`src/core/scr_params.svh`:
```
// Offsets, field positions, reset and fixed values of the config bank
`ifndef SCR_PARAMS_SVH
`define SCR_PARAMS_SVH

// Bus address of this slave (arbitrary value)
`define SCR_SLAVE_ADDR 7'h5A

// Byte locations
`define SCR_OFF_DIFF_SLEW 8'h02
`define SCR_OFF_FBK_SLEW 8'h03
`define SCR_OFF_RSVD 8'h04
`define SCR_OFF_REV_VENDOR 8'h05
`define SCR_OFF_TYPE_ID 8'h06
`define SCR_OFF_BYTE_COUNT 8'h07

// Field positions
`define SCR_BIT_OUT1 5
`define SCR_BIT_OUT0 3
`define SCR_BIT_FBK 0
`define SCR_BC_MSB 4

// Reset values of writable fields
`define SCR_RST_OUT1 1'h1
`define SCR_RST_OUT0 1'h1
`define SCR_RST_FBK 1'h1
`define SCR_RST_BC 5'h08

// Fixed readback of reserved bits
`define SCR_RSVD_DIFF 8'h05
`define SCR_RSVD_FBK 8'hC6
`define SCR_RSVD_BYTE 8'hFF

// Identification values (arbitrary values)
`define SCR_REVISION 4'h3
`define SCR_VENDOR 4'hA
`define SCR_PART_CLASS 2'h2
`define SCR_PART_NUMBER 6'h2A

`endif

```
`src/core/scr_pkg.sv`:
```
// Types shared by the config bank design
package scr_pkg;

    // Serial engine states
    typedef enum logic [2:0] {
        SCR_IDLE,
        SCR_RX,
        SCR_RXEND,
        SCR_ACK,
        SCR_TX,
        SCR_RACK
    } scr_state_t;

    // Meaning of the next received byte
    typedef enum logic [1:0] {
        SCR_K_ADDR,
        SCR_K_INDEX,
        SCR_K_COUNT,
        SCR_K_DATA
    } scr_kind_t;

endpackage

```
`src/core/scr_config_regs.sv`:
```
// Serial-bus slave holding the slew, id and byte count registers
//
// Notes on behaviour
// - Output slew bits 5/3, default fast
// - Feedback slew bit 0, default fast
// - Byte 4 always reads all ones
// - Fixed revision and maker code byte
// - Fixed part class and part number byte
// - Byte count field is sent as the count byte; the host's NACK sets read length
// - Read: count byte first, then data
`timescale 1ns/1ps
`include "scr_params.svh"

module scr_config_regs
    import scr_pkg::*;
(
    input wire logic sys_clk_i,
    input wire logic reset_i,
    input wire logic scl_i,
    input wire logic sda_i,
    output logic sda_o,
    output logic sda_oe_o,
    output logic edge_speed_out1_o,
    output logic edge_speed_out0_o,
    output logic edge_speed_feedback_o,
    output logic [4:0] readback_length_o
);

    // Register readback for one byte location
    function automatic logic [7:0] scr_read(
        input logic [7:0] idx,
        input logic o1,
        input logic o0,
        input logic fbk_bit,
        input logic [4:0] bc
    );
        logic [7:0] v;
        v = 8'h00;
        unique case (idx)
            `SCR_OFF_DIFF_SLEW: begin
                v = `SCR_RSVD_DIFF;
                v[`SCR_BIT_OUT1] = o1;
                v[`SCR_BIT_OUT0] = o0;
            end
            `SCR_OFF_FBK_SLEW: begin
                v = `SCR_RSVD_FBK;
                v[`SCR_BIT_FBK] = fbk_bit;
            end
            `SCR_OFF_RSVD: v = `SCR_RSVD_BYTE;
            `SCR_OFF_REV_VENDOR: v = {`SCR_REVISION, `SCR_VENDOR};
            `SCR_OFF_TYPE_ID: v = {`SCR_PART_CLASS, `SCR_PART_NUMBER};
            `SCR_OFF_BYTE_COUNT: v = {3'h0, bc};
            default: v = 8'h00;
        endcase
        return v;
    endfunction

    // Pin synchronisers and filtered levels
    logic [2:0] scl_ff; // Three-stage chain on clock pin
    logic [2:0] sda_ff; // Three-stage chain on data pin
    logic scl_f; // Filtered clock level
    logic sda_f; // Filtered data level
    logic scl_q; // Previous filtered clock
    logic sda_q; // Previous filtered data
    logic [2:0] next_scl_ff;
    logic [2:0] next_sda_ff;
    logic next_scl_f;
    logic next_sda_f;

    // Protocol state
    scr_state_t state; // Serial engine state
    scr_kind_t kind; // Role of byte being received
    logic [2:0] bit_cnt; // Bit position inside a byte
    logic [7:0] shreg; // Shift register for both directions
    logic rd_mode; // Current transfer is a read
    logic [7:0] index; // Current byte location
    logic oe; // Pulls the data line low
    logic out1; // Output 1 edge speed
    logic out0; // Output 0 edge speed
    logic fbk; // Feedback edge speed
    logic [4:0] bc; // Programmed read length
    scr_state_t next_state;
    scr_kind_t next_kind;
    logic [2:0] next_bit_cnt;
    logic [7:0] next_shreg;
    logic next_rd_mode;
    logic [7:0] next_index;
    logic next_oe;
    logic next_out1;
    logic next_out0;
    logic next_fbk;
    logic [4:0] next_bc;

    // Bus events from filtered levels
    logic scl_rise;
    logic scl_fall;
    logic start_ev;
    logic stop_ev;
    assign scl_rise = scl_f & ~scl_q;
    assign scl_fall = ~scl_f & scl_q;
    assign start_ev = scl_f & scl_q & sda_q & ~sda_f;
    assign stop_ev = scl_f & scl_q & ~sda_q & sda_f;

    // Filter: level changes once stages two and three agree
    always_comb begin
        next_scl_ff = {scl_ff[1:0], scl_i};
        next_sda_ff = {sda_ff[1:0], sda_i};
        next_scl_f = scl_f;
        next_sda_f = sda_f;
        if (scl_ff[1] == scl_ff[2]) begin
            next_scl_f = scl_ff[2];
        end
        if (sda_ff[1] == sda_ff[2]) begin
            next_sda_f = sda_ff[2];
        end
    end

    // Filter registers; idle bus is high
    always_ff @(posedge sys_clk_i or posedge reset_i) begin
        if (reset_i) begin
            scl_ff <= 3'h7;
            sda_ff <= 3'h7;
            scl_f <= 1'b1;
            sda_f <= 1'b1;
            scl_q <= 1'b1;
            sda_q <= 1'b1;
        end else begin
            scl_ff <= next_scl_ff;
            sda_ff <= next_sda_ff;
            scl_f <= next_scl_f;
            sda_f <= next_sda_f;
            scl_q <= scl_f;
            sda_q <= sda_f;
        end
    end

    // Serial engine and register writes
    always_comb begin
        next_state = state;
        next_kind = kind;
        next_bit_cnt = bit_cnt;
        next_shreg = shreg;
        next_rd_mode = rd_mode;
        next_index = index;
        next_oe = oe;
        next_out1 = out1;
        next_out0 = out0;
        next_fbk = fbk;
        next_bc = bc;
        if (stop_ev) begin
            // Stop ends any transfer
            next_state = SCR_IDLE;
            next_oe = 1'b0;
        end else if (start_ev) begin
            // Start or repeated start: expect address
            next_state = SCR_RX;
            next_kind = SCR_K_ADDR;
            next_bit_cnt = 3'h0;
            next_oe = 1'b0;
        end else begin
            unique case (state)
                SCR_IDLE: begin
                    next_oe = 1'b0;
                end
                SCR_RX: begin
                    // Sample data on clock rise, msb first
                    if (scl_rise) begin
                        next_shreg = {shreg[6:0], sda_f};
                        next_bit_cnt = bit_cnt + 3'h1;
                        if (bit_cnt == 3'h7) begin
                            next_state = SCR_RXEND;
                        end
                    end
                end
                SCR_RXEND: begin
                    // Byte complete: act on it, then acknowledge
                    if (scl_fall) begin
                        next_oe = 1'b1;
                        next_state = SCR_ACK;
                        unique case (kind)
                            SCR_K_ADDR: begin
                                if (shreg[7:1] == `SCR_SLAVE_ADDR) begin
                                    next_rd_mode = shreg[0];
                                    next_kind = SCR_K_INDEX;
                                end else begin
                                    // Not ours: stay off the bus
                                    next_oe = 1'b0;
                                    next_state = SCR_IDLE;
                                end
                            end
                            SCR_K_INDEX: begin
                                next_index = shreg;
                                next_kind = SCR_K_COUNT;
                            end
                            SCR_K_COUNT: begin
                                // Host's count; data length follows stop
                                next_kind = SCR_K_DATA;
                            end
                            SCR_K_DATA: begin
                                // Only defined fields take data
                                unique case (index)
                                    `SCR_OFF_DIFF_SLEW: begin
                                        next_out1 = shreg[`SCR_BIT_OUT1];
                                        next_out0 = shreg[`SCR_BIT_OUT0];
                                    end
                                    `SCR_OFF_FBK_SLEW: begin
                                        next_fbk = shreg[`SCR_BIT_FBK];
                                    end
                                    `SCR_OFF_BYTE_COUNT: begin
                                        next_bc = shreg[`SCR_BC_MSB:0];
                                    end
                                    default: begin
                                        next_bc = bc;
                                    end
                                endcase
                                next_index = index + 8'h01;
                            end
                        endcase
                    end
                end
                SCR_ACK: begin
                    // End of acknowledge slot
                    if (scl_fall) begin
                        next_bit_cnt = 3'h0;
                        if (kind == SCR_K_INDEX && rd_mode) begin
                            // Read answers with byte count first
                            next_shreg = {3'h0, bc};
                            // First bit is the count byte's msb, always zero
                            next_oe = ~next_shreg[7];
                            next_state = SCR_TX;
                        end else begin
                            next_oe = 1'b0;
                            next_state = SCR_RX;
                        end
                    end
                end
                SCR_TX: begin
                    // Shift out next bit on each clock fall
                    if (scl_fall) begin
                        next_bit_cnt = bit_cnt + 3'h1;
                        if (bit_cnt == 3'h7) begin
                            next_oe = 1'b0;
                            next_state = SCR_RACK;
                        end else begin
                            next_shreg = {shreg[6:0], 1'b0};
                            next_oe = ~shreg[6];
                        end
                    end
                end
                SCR_RACK: begin
                    // Host acknowledge sampled on rise
                    if (scl_rise) begin
                        next_rd_mode = ~sda_f;
                    end
                    if (scl_fall) begin
                        if (rd_mode) begin
                            // Acked: send data from current location
                            next_shreg = scr_read(index, out1, out0, fbk,
                                                  bc);
                            next_oe = ~next_shreg[7];
                            next_index = index + 8'h01;
                            next_bit_cnt = 3'h0;
                            next_state = SCR_TX;
                        end else begin
                            // Not acknowledged: wait for stop
                            next_state = SCR_IDLE;
                        end
                    end
                end
                default: begin
                    next_state = SCR_IDLE;
                    next_oe = 1'b0;
                end
            endcase
        end
    end

    // Engine registers with documented defaults
    always_ff @(posedge sys_clk_i or posedge reset_i) begin
        if (reset_i) begin
            state <= SCR_IDLE;
            kind <= SCR_K_ADDR;
            bit_cnt <= 3'h0;
            shreg <= 8'h00;
            rd_mode <= 1'b0;
            index <= 8'h00;
            oe <= 1'b0;
            out1 <= `SCR_RST_OUT1;
            out0 <= `SCR_RST_OUT0;
            fbk <= `SCR_RST_FBK;
            bc <= `SCR_RST_BC;
        end else begin
            state <= next_state;
            kind <= next_kind;
            bit_cnt <= next_bit_cnt;
            shreg <= next_shreg;
            rd_mode <= next_rd_mode;
            index <= next_index;
            oe <= next_oe;
            out1 <= next_out1;
            out0 <= next_out0;
            fbk <= next_fbk;
            bc <= next_bc;
        end
    end

    // Open-drain data: only ever pulls low
    assign sda_o = 1'b0;
    assign sda_oe_o = oe;
    assign edge_speed_out1_o = out1;
    assign edge_speed_out0_o = out0;
    assign edge_speed_feedback_o = fbk;
    assign readback_length_o = bc;

endmodule

```
`config.mk`:
```
export PLATFORM = sky130hd
export DESIGN_NAME = scr_config_regs
export DESIGN_NICKNAME = d
export VERILOG_FILES = /design/src/core/scr_pkg.sv /design/src/core/scr_config_regs.sv
export VERILOG_INCLUDE_DIRS = /design/src /design/src/core
export SDC_FILE = /design/constraint.sdc
export NUM_CORES = 1
export LEC_CHECK = 0
export BUFFER_PORTS_ARGS = -buffer_cell sky130_fd_sc_hd__buf_2
export CORE_MARGIN = 2
export CORE_UTILIZATION = 55
export CTS_BUF_LIST = sky130_fd_sc_hd__clkbuf_4 sky130_fd_sc_hd__clkbuf_8 sky130_fd_sc_hd__clkbuf_16
export DETAILED_ROUTE_END_ITERATION = 8
export MAX_ROUTING_LAYER = met4
export PLACE_DENSITY = 0.84
export SLEW_MARGIN = 20
export SYNTH_ARGS = -nofsm -noshare
export SYNTH_HDL_FRONTEND = slang
export SYNTH_SLANG_ARGS = --single-unit
```
`constraint.sdc`:
```
create_clock -name sys_clk_i -period 1.8 [get_ports sys_clk_i]
set_input_delay 0 -clock sys_clk_i [delete_from_list [all_inputs] [get_ports sys_clk_i]]
set_output_delay 0 -clock sys_clk_i [all_outputs]
set_load 0.1 [all_outputs]
```
==> results_dict.tcl, run 1 <==
set metrics [dict create \
    slew_headroom_pct 58.5 \
    place_area_um2 3040 \
    fin_area_um2 3390 \
    place_congestion 0.919 \
    p_total_uw 3410 \
    syn_area_um2 2660 \
    drcViolationCount 0 \
    dp_cells 382 \
    fin_crit_ns 1.93 \
    grt_use_total_pct 31.2 \
    crit_type "reg2reg" \
    finalHoldViolCount 0 \
    status "finished with violations" \
    hold_path.class "in2async" \
    yosysSeqAreaShare_pct 42.0 \
    finish.utilization_pct 72.3 \
    slew_viol_final 0 \
    synth_edf_count 0 \
    layout_common_cells "buf_4 (47), nand2_1 (32), dfrtp_1 (29)" \
    wire_per_inst_um 21.9 \
    crit_path_end_kind "flip-flop" \
    fin_ws_ns -0.132 \
    ioPinCount 14 \
    synth.yosys.warnings 0 \
    hpwl_um 5310 \
    avgSynthCellArea_um2 9.21 \
    routed_wl_um 8790 \
    synth_seq_cells 44 \
    cts_max_path_buffers 2 \
    crit_required_ns 2.01 \
    multiInputGateArea_um2 1570 \
    cp-start-kind "flip-flop" \
    fin_skew_ns 0.0116 \
    rsz0062_at_grt "true" \
    reg2regPathDepth 5 \
    worstPathArrival_ns 2.14 \
    cts_tree "built" \
    n_antenna_cell 0 \
    drive_above_1_share_pct 35.1 \
    fmax_mhz 518 \
    overflow 0 \
    r2r_start "index[5]" \
    finalCritPeriodShare_pct 107 \
    endpoint "readback_length_o[1]" \
    synth.distinct_cells 58 \
    async_flop_share_pct 100 \
    num-fill-cells 281 \
    htreeDepth 2 \
    design.die.area_um2 5410 \
    io_buffers 12 \
    antenna_found_initial 0 \
    violations "setup timing" \
    dr.pass1.iters 5 \
    post-place-ws_ns -0.128 \
    rows 25 \
    grt_pass1_vias 2510 \
    syn_nets 303 \
    vias_per_cell 6.81 \
    cts_sinks 44 \
    irDropWorstVdd_mv 0.833 \
    die_h_um 73.6 \
    clock_latency_ns 0.32 \
    grt_pass1_wl_um 12200 \
    rr_endpoint "readback_length_o[1]" \
    critPathMaxFanout 5 \
    grt_max_degree 18 \
    die_w_um 73.6 \
    syn2layout_area_growth_pct 27.4 \
    reg2reg_slack_ns -0.13 \
    synth_flop_cell "dfrtp_1" \
    drtAntennaViolNets 0 \
    numCtsBuffers 5 \
    syn_inst 289 \
    root_buffer "clkbuf_8" \
    fin_nets 361 \
    num_vias 2737 \
    finalSetupViolCount 12 \
    power_density_nw_per_um2 1000 \
    initial_core_util_pct 56.7 \
    core-area_um2 4690 \
    power_leakage_uw 0.00151 \
    stdcell_count 402 \
    drv_cap 0 \
    drt_iter0_drc 340 \
    crit_start "index[5]" \
    register_area_um2 1120 \
    worst_pin_slew_ns 0.619 \
    clkTransAtPathRegs_ns 0.10 \
    final_common_cell "buf_4" \
]
## Yosys cell counts (2+ instances only)
library cell / n / area (um2)
nand2_1: 33 / 124
dfrtp_1: 30 / 751
a21oi_1: 27 / 135
nor2_1: 26 / 97.6
o21ai_0: 22 / 110
dfstp_2: 14 / 368
ha_1: 10 / 125
clkbuf_1: 9 / 33.8
nand2b_1: 9 / 56.3
inv_1: 7 / 26.3
a31oi_1: 6 / 37.5
mux2_2: 6 / 67.6
a22oi_1: 5 / 37.5
mux2i_1: 5 / 50.1
nand3_1: 5 / 25.0
nor2b_1: 5 / 31.3
a22o_1: 4 / 35.0
a21boi_0: 3 / 22.5
buf_2: 3 / 15.0
buf_4: 3 / 22.5
nor3_1: 3 / 15.0
nor3b_1: 3 / 22.5
o2bb2ai_1: 3 / 26.3
o311ai_0: 3 / 26.3
a2bb2oi_1: 2 / 17.5
and3b_1: 2 / 17.5
and4b_1: 2 / 20.0
maj3_1: 2 / 20.0
mux2_1: 2 / 22.5
nand3b_1: 2 / 15.0
nand4_1: 2 / 12.5
nor2_4: 2 / 22.5
nor4_1: 2 / 12.5
o31ai_1: 2 / 15.0
or3_1: 2 / 12.5
## metal layers
layer | GRT usage [%] | vias up | wire length [um] | part of all wire, %
met3 | 5.62 | 57 | 851 | 9.7
li1 | - | 1164 | - | -
met4 | 14.5 | 0 | 486 | 5.5
met5 | - | - | 0 | 0
met1 | 40.0 | 1305 | 3290 | 37
met2 | 48.0 | 211 | 4150 | 47
## report_power, final
part	switching (uW)	internal (uW)	leakage (uW)	total, uW
Clock	406	363	0.0000565	770
Sequential	250	1160	0.000526	1410
Combinational	685	538	0.000928	1220
## per-stage QoR
step                TNS [ns]  hold slack [ns]
detailed placement    -0.828         0.000284
CTS                   -0.436            0.207
floorplan             -0.239          0.00448
global route           -2.28            0.260
finish                -0.869            0.233
global placement      -0.204          -0.0116
## cell families (layout without fill, tap and decap cells)
family / count (synthesis) / in the layout / synth area share (%)
adder cells (fa/ha/maj): 12 / 12 / 5.45
XOR/XNOR: 1 / 1 / 0.329
multiplexers: 13 / 13 / 5.26
flip-flops: 44 / 44 / 42.0
AND/OR/NAND/NOR: 106 / 106 / 21.5
buffers and inverters: 22 / 81 / 3.67
other: 1 / 1 / 0.141
AO/OA/AOI/OAI: 90 / 90 / 21.6
## worst min path at each step
stage,startpoint,to,slack [ns],depth (start not counted)
2_1_floorplan,scl_i,scl_ff[0],0.004,0
4_1_cts,reset_i,kind[0],0.21,3
3_3_place_gp,reset_i,shreg[0],-0.01,2
6_report,reset_i,shreg[0],0.23,3
5_1_grt,reset_i,kind[0],0.26,3
3_5_place_dp,reset_i,kind[0],0.0003,2
## flip-flops by register name, indices dropped and copies added, names as in the netlist, 2 cells and up
name               cells
scl_ff                 3
state                  3
sda_ff                 3
index                  8
shreg                  8
readback_length_o      5
kind                   2
bit_cnt                3
## cell type report
type	instances	share of cell area [%]
Clock inverter	2	0.516
Sequential cell	44	33.0
Tap cell	54	1.99
Clock buffer	6	2.77
Inverter	7	0.848
Multi-Input combinational cell	223	46.2
Timing Repair Buffer	66	14.6
## timing repair
action	CTS	global route
hold buffers	3	0
hold endpoints to repair	17	0
setup buffers	3	6
pin swaps	5	9
endpoints found under the setup margin	17	30
gates resized for setup	11	29
## critical path: stages, from the launching register on
cell,delay (ns)
dfrtp_1,0.38
or4_4,0.56
nor2_4,0.13
nand4_4,0.16
nor2_4,0.23
mux2_2,0.37
(Power assumes the default switching activity.)
==> run 2, diff against run 1 <==
==> constraint.sdc (replaced) <==
create_clock -name sys_clk_i -period 1.8 [get_ports sys_clk_i]
set_input_delay 0 -clock sys_clk_i [delete_from_list [all_inputs] [get_ports sys_clk_i]]
set_output_delay 0 -clock sys_clk_i [all_outputs]
set_load 0.005 [all_outputs]
==> results_dict.tcl, run 2 (same netlist as run 1, synthesis figures left out) <==
set metrics [dict create \
    cts_max_path_buffers 2 \
    design.die.area_um2 5410 \
    overflow 0 \
    num_vias 2720 \
    final_common_cell "buf_4" \
    worst_path_max_delay_cell "or4_4" \
    grt_max_degree 45 \
    power_density_nw_per_um2 959 \
    hold_path.class "in2reg" \
    worst_pin_slew_ns 0.552 \
    finish.utilization_pct 73.6 \
    grt_use_total_pct 30.1 \
    rsz0062_at_grt "true" \
    fmax_mhz 510 \
    htreeDepth 2 \
    drcViolationCount 0 \
    m1WireLength_um 3190 \
    path_cells "or4_4 > nor2_4 > nand4_4 > nor2_4 > mux2_2" \
    root_buffer "clkbuf_8" \
    cts_tree "built" \
    finalSetupViolCount 14 \
    layout_common_cells "buf_4 (55), nand2_1 (30), dfrtp_1 (29)" \
    crit_buf_inv 0 \
    rows 25 \
    power_leakage_uw 0.00153 \
    n_antenna_cell 0 \
    fin_ws_ns -0.160 \
    wire_per_inst_um 20.8 \
    irDropWorstVdd_mv 0.814 \
    dp_cells 388 \
    place_congestion 0.935 \
    ioPinCount 14 \
    numCtsBuffers 5 \
    io_buffers 12 \
    crit_path_end_kind "flip-flop" \
    fin_crit_ns 1.96 \
    finalHoldViolCount 0 \
    die_w_um 73.6 \
    status "finished with violations" \
    clkTransAtPathRegs_ns 0.10 \
    crit_type "reg2reg" \
    cp-start-kind "flip-flop" \
    wl_met2_um 3980 \
    grt_pass1_wl_um 12000 \
    clock_latency_ns 0.31 \
    max_stage_delay_ns 0.56 \
    syn2layout_area_growth_pct 29.7 \
    routed-wl-met3_um 867 \
    cpMostUsedCell "nor2_4" \
    fin_skew_ns 0.0129 \
    routed_wl_um 8500 \
    antenna_found_initial 0 \
    drive_above_1_share_pct 38.1 \
    initial_core_util_pct 56.7 \
    top_layer "met4" \
    fin_nets 367 \
    cp_top_family "simple AND/OR/NAND/NOR gates" \
    critPathMaxFanout 5 \
    num-fill-cells 278 \
    hpwl_um 5050 \
    vias_per_cell 6.67 \
    grt_pass1_vias 2474 \
    slew_viol_final 0 \
    stdcell_count 408 \
    dr.pass1.iters 7 \
    drt_iter0_drc 364 \
    worstPathArrival_ns 2.20 \
    slew_headroom_pct 63.2 \
    violations "setup timing" \
    finalCritPeriodShare_pct 109 \
    die_h_um 73.6 \
    drv_cap 0 \
    cts_sinks 44 \
    core-area_um2 4690 \
    drtAntennaViolNets 0 \
    crit_required_ns 2.04 \
]
run 2: per-layer routing:
metal	vias up	track usage, %
li1	1178	-
met1	1271	38.2
met2	208	46.7
met3	63	5.62
met4	0	13.7
met5	-	-
run 2: layout make-up:
cell class / instances / area (um2) / share of cell area (%)
clock inverter: 3 / 26.3 / 0.761
tap: 54 / 67.6 / 1.96
timing repair buffer: 72 / 526 / 15.2
sequential: 44 / 1120 / 32.4
inverter: 7 / 26.3 / 0.761
clock buffer: 5 / 68.8 / 1.99
multi-input combinational: 223 / 1620 / 46.9
run 2: worst reg2reg max path, stage by stage, from the launching register on:
cell,delay (ns)
dfrtp_1,0.41
or4_4,0.56
nor2_4,0.15
nand4_4,0.15
nor2_4,0.24
mux2_2,0.37
run 2: repair_timing:
| item | in CTS | in global routing |
|---|---|---|
| cloned | 0 | 0 |
| pin swaps | 5 | 13 |
| setup endpoints to repair | 19 | 27 |
| hold buffers | 3 | 0 |
| endpoints found under the hold margin | 32 | 0 |
| resized for setup | 12 | 34 |
| setup buffers | 1 | 8 |
run 2: worst paths after layout:
| path | startpoint | endpoint | slack, ns | cells past startpoint |
|---|---|---|---|---|
| max | index[5] | readback_length_o[3] | -0.16 | 5 |
| min | sda_i | sda_ff[0] | 0.35 | 2 |
| max reg2reg | index[5] | readback_length_o[3] | -0.16 | 5 |
| min reg2reg | scl_ff[0] | scl_ff[1] | 0.36 | 0 |
| max in group asynchronous | reset_i | state[1] | 1.01 | 4 |
| min in group asynchronous | reset_i | shreg[0] | 0.40 | 4 |
run 2: per-stage QoR:
| stage | hold slack, ns | TNS, ns | instance area, um2 | setup WS (ns) | total power [uW] |
|---|---|---|---|---|---|
| 6_report | 0.349 | -1.57 | 3450 | -0.160 | 3310 |
| 4_1_cts | 0.333 | -0.452 | 3250 | -0.0773 | 3100 |
| 2_1_floorplan | 0.00448 | -0.235 | 2670 | -0.0491 | 2000 |
| 3_5_place_dp | 0.108 | -0.447 | 3080 | -0.0701 | 2410 |
| 3_3_place_gp | 0.105 | -0.222 | 3080 | -0.0389 | 2360 |
| 5_1_grt | 0.334 | -2.45 | 3450 | -0.194 | 3490 |
run 2: power by group:
part | total, uW | internal [uW] | switching, uW
Combinational | 1230 | 552 | 680
Clock | 684 | 286 | 397
Sequential | 1400 | 1160 | 234
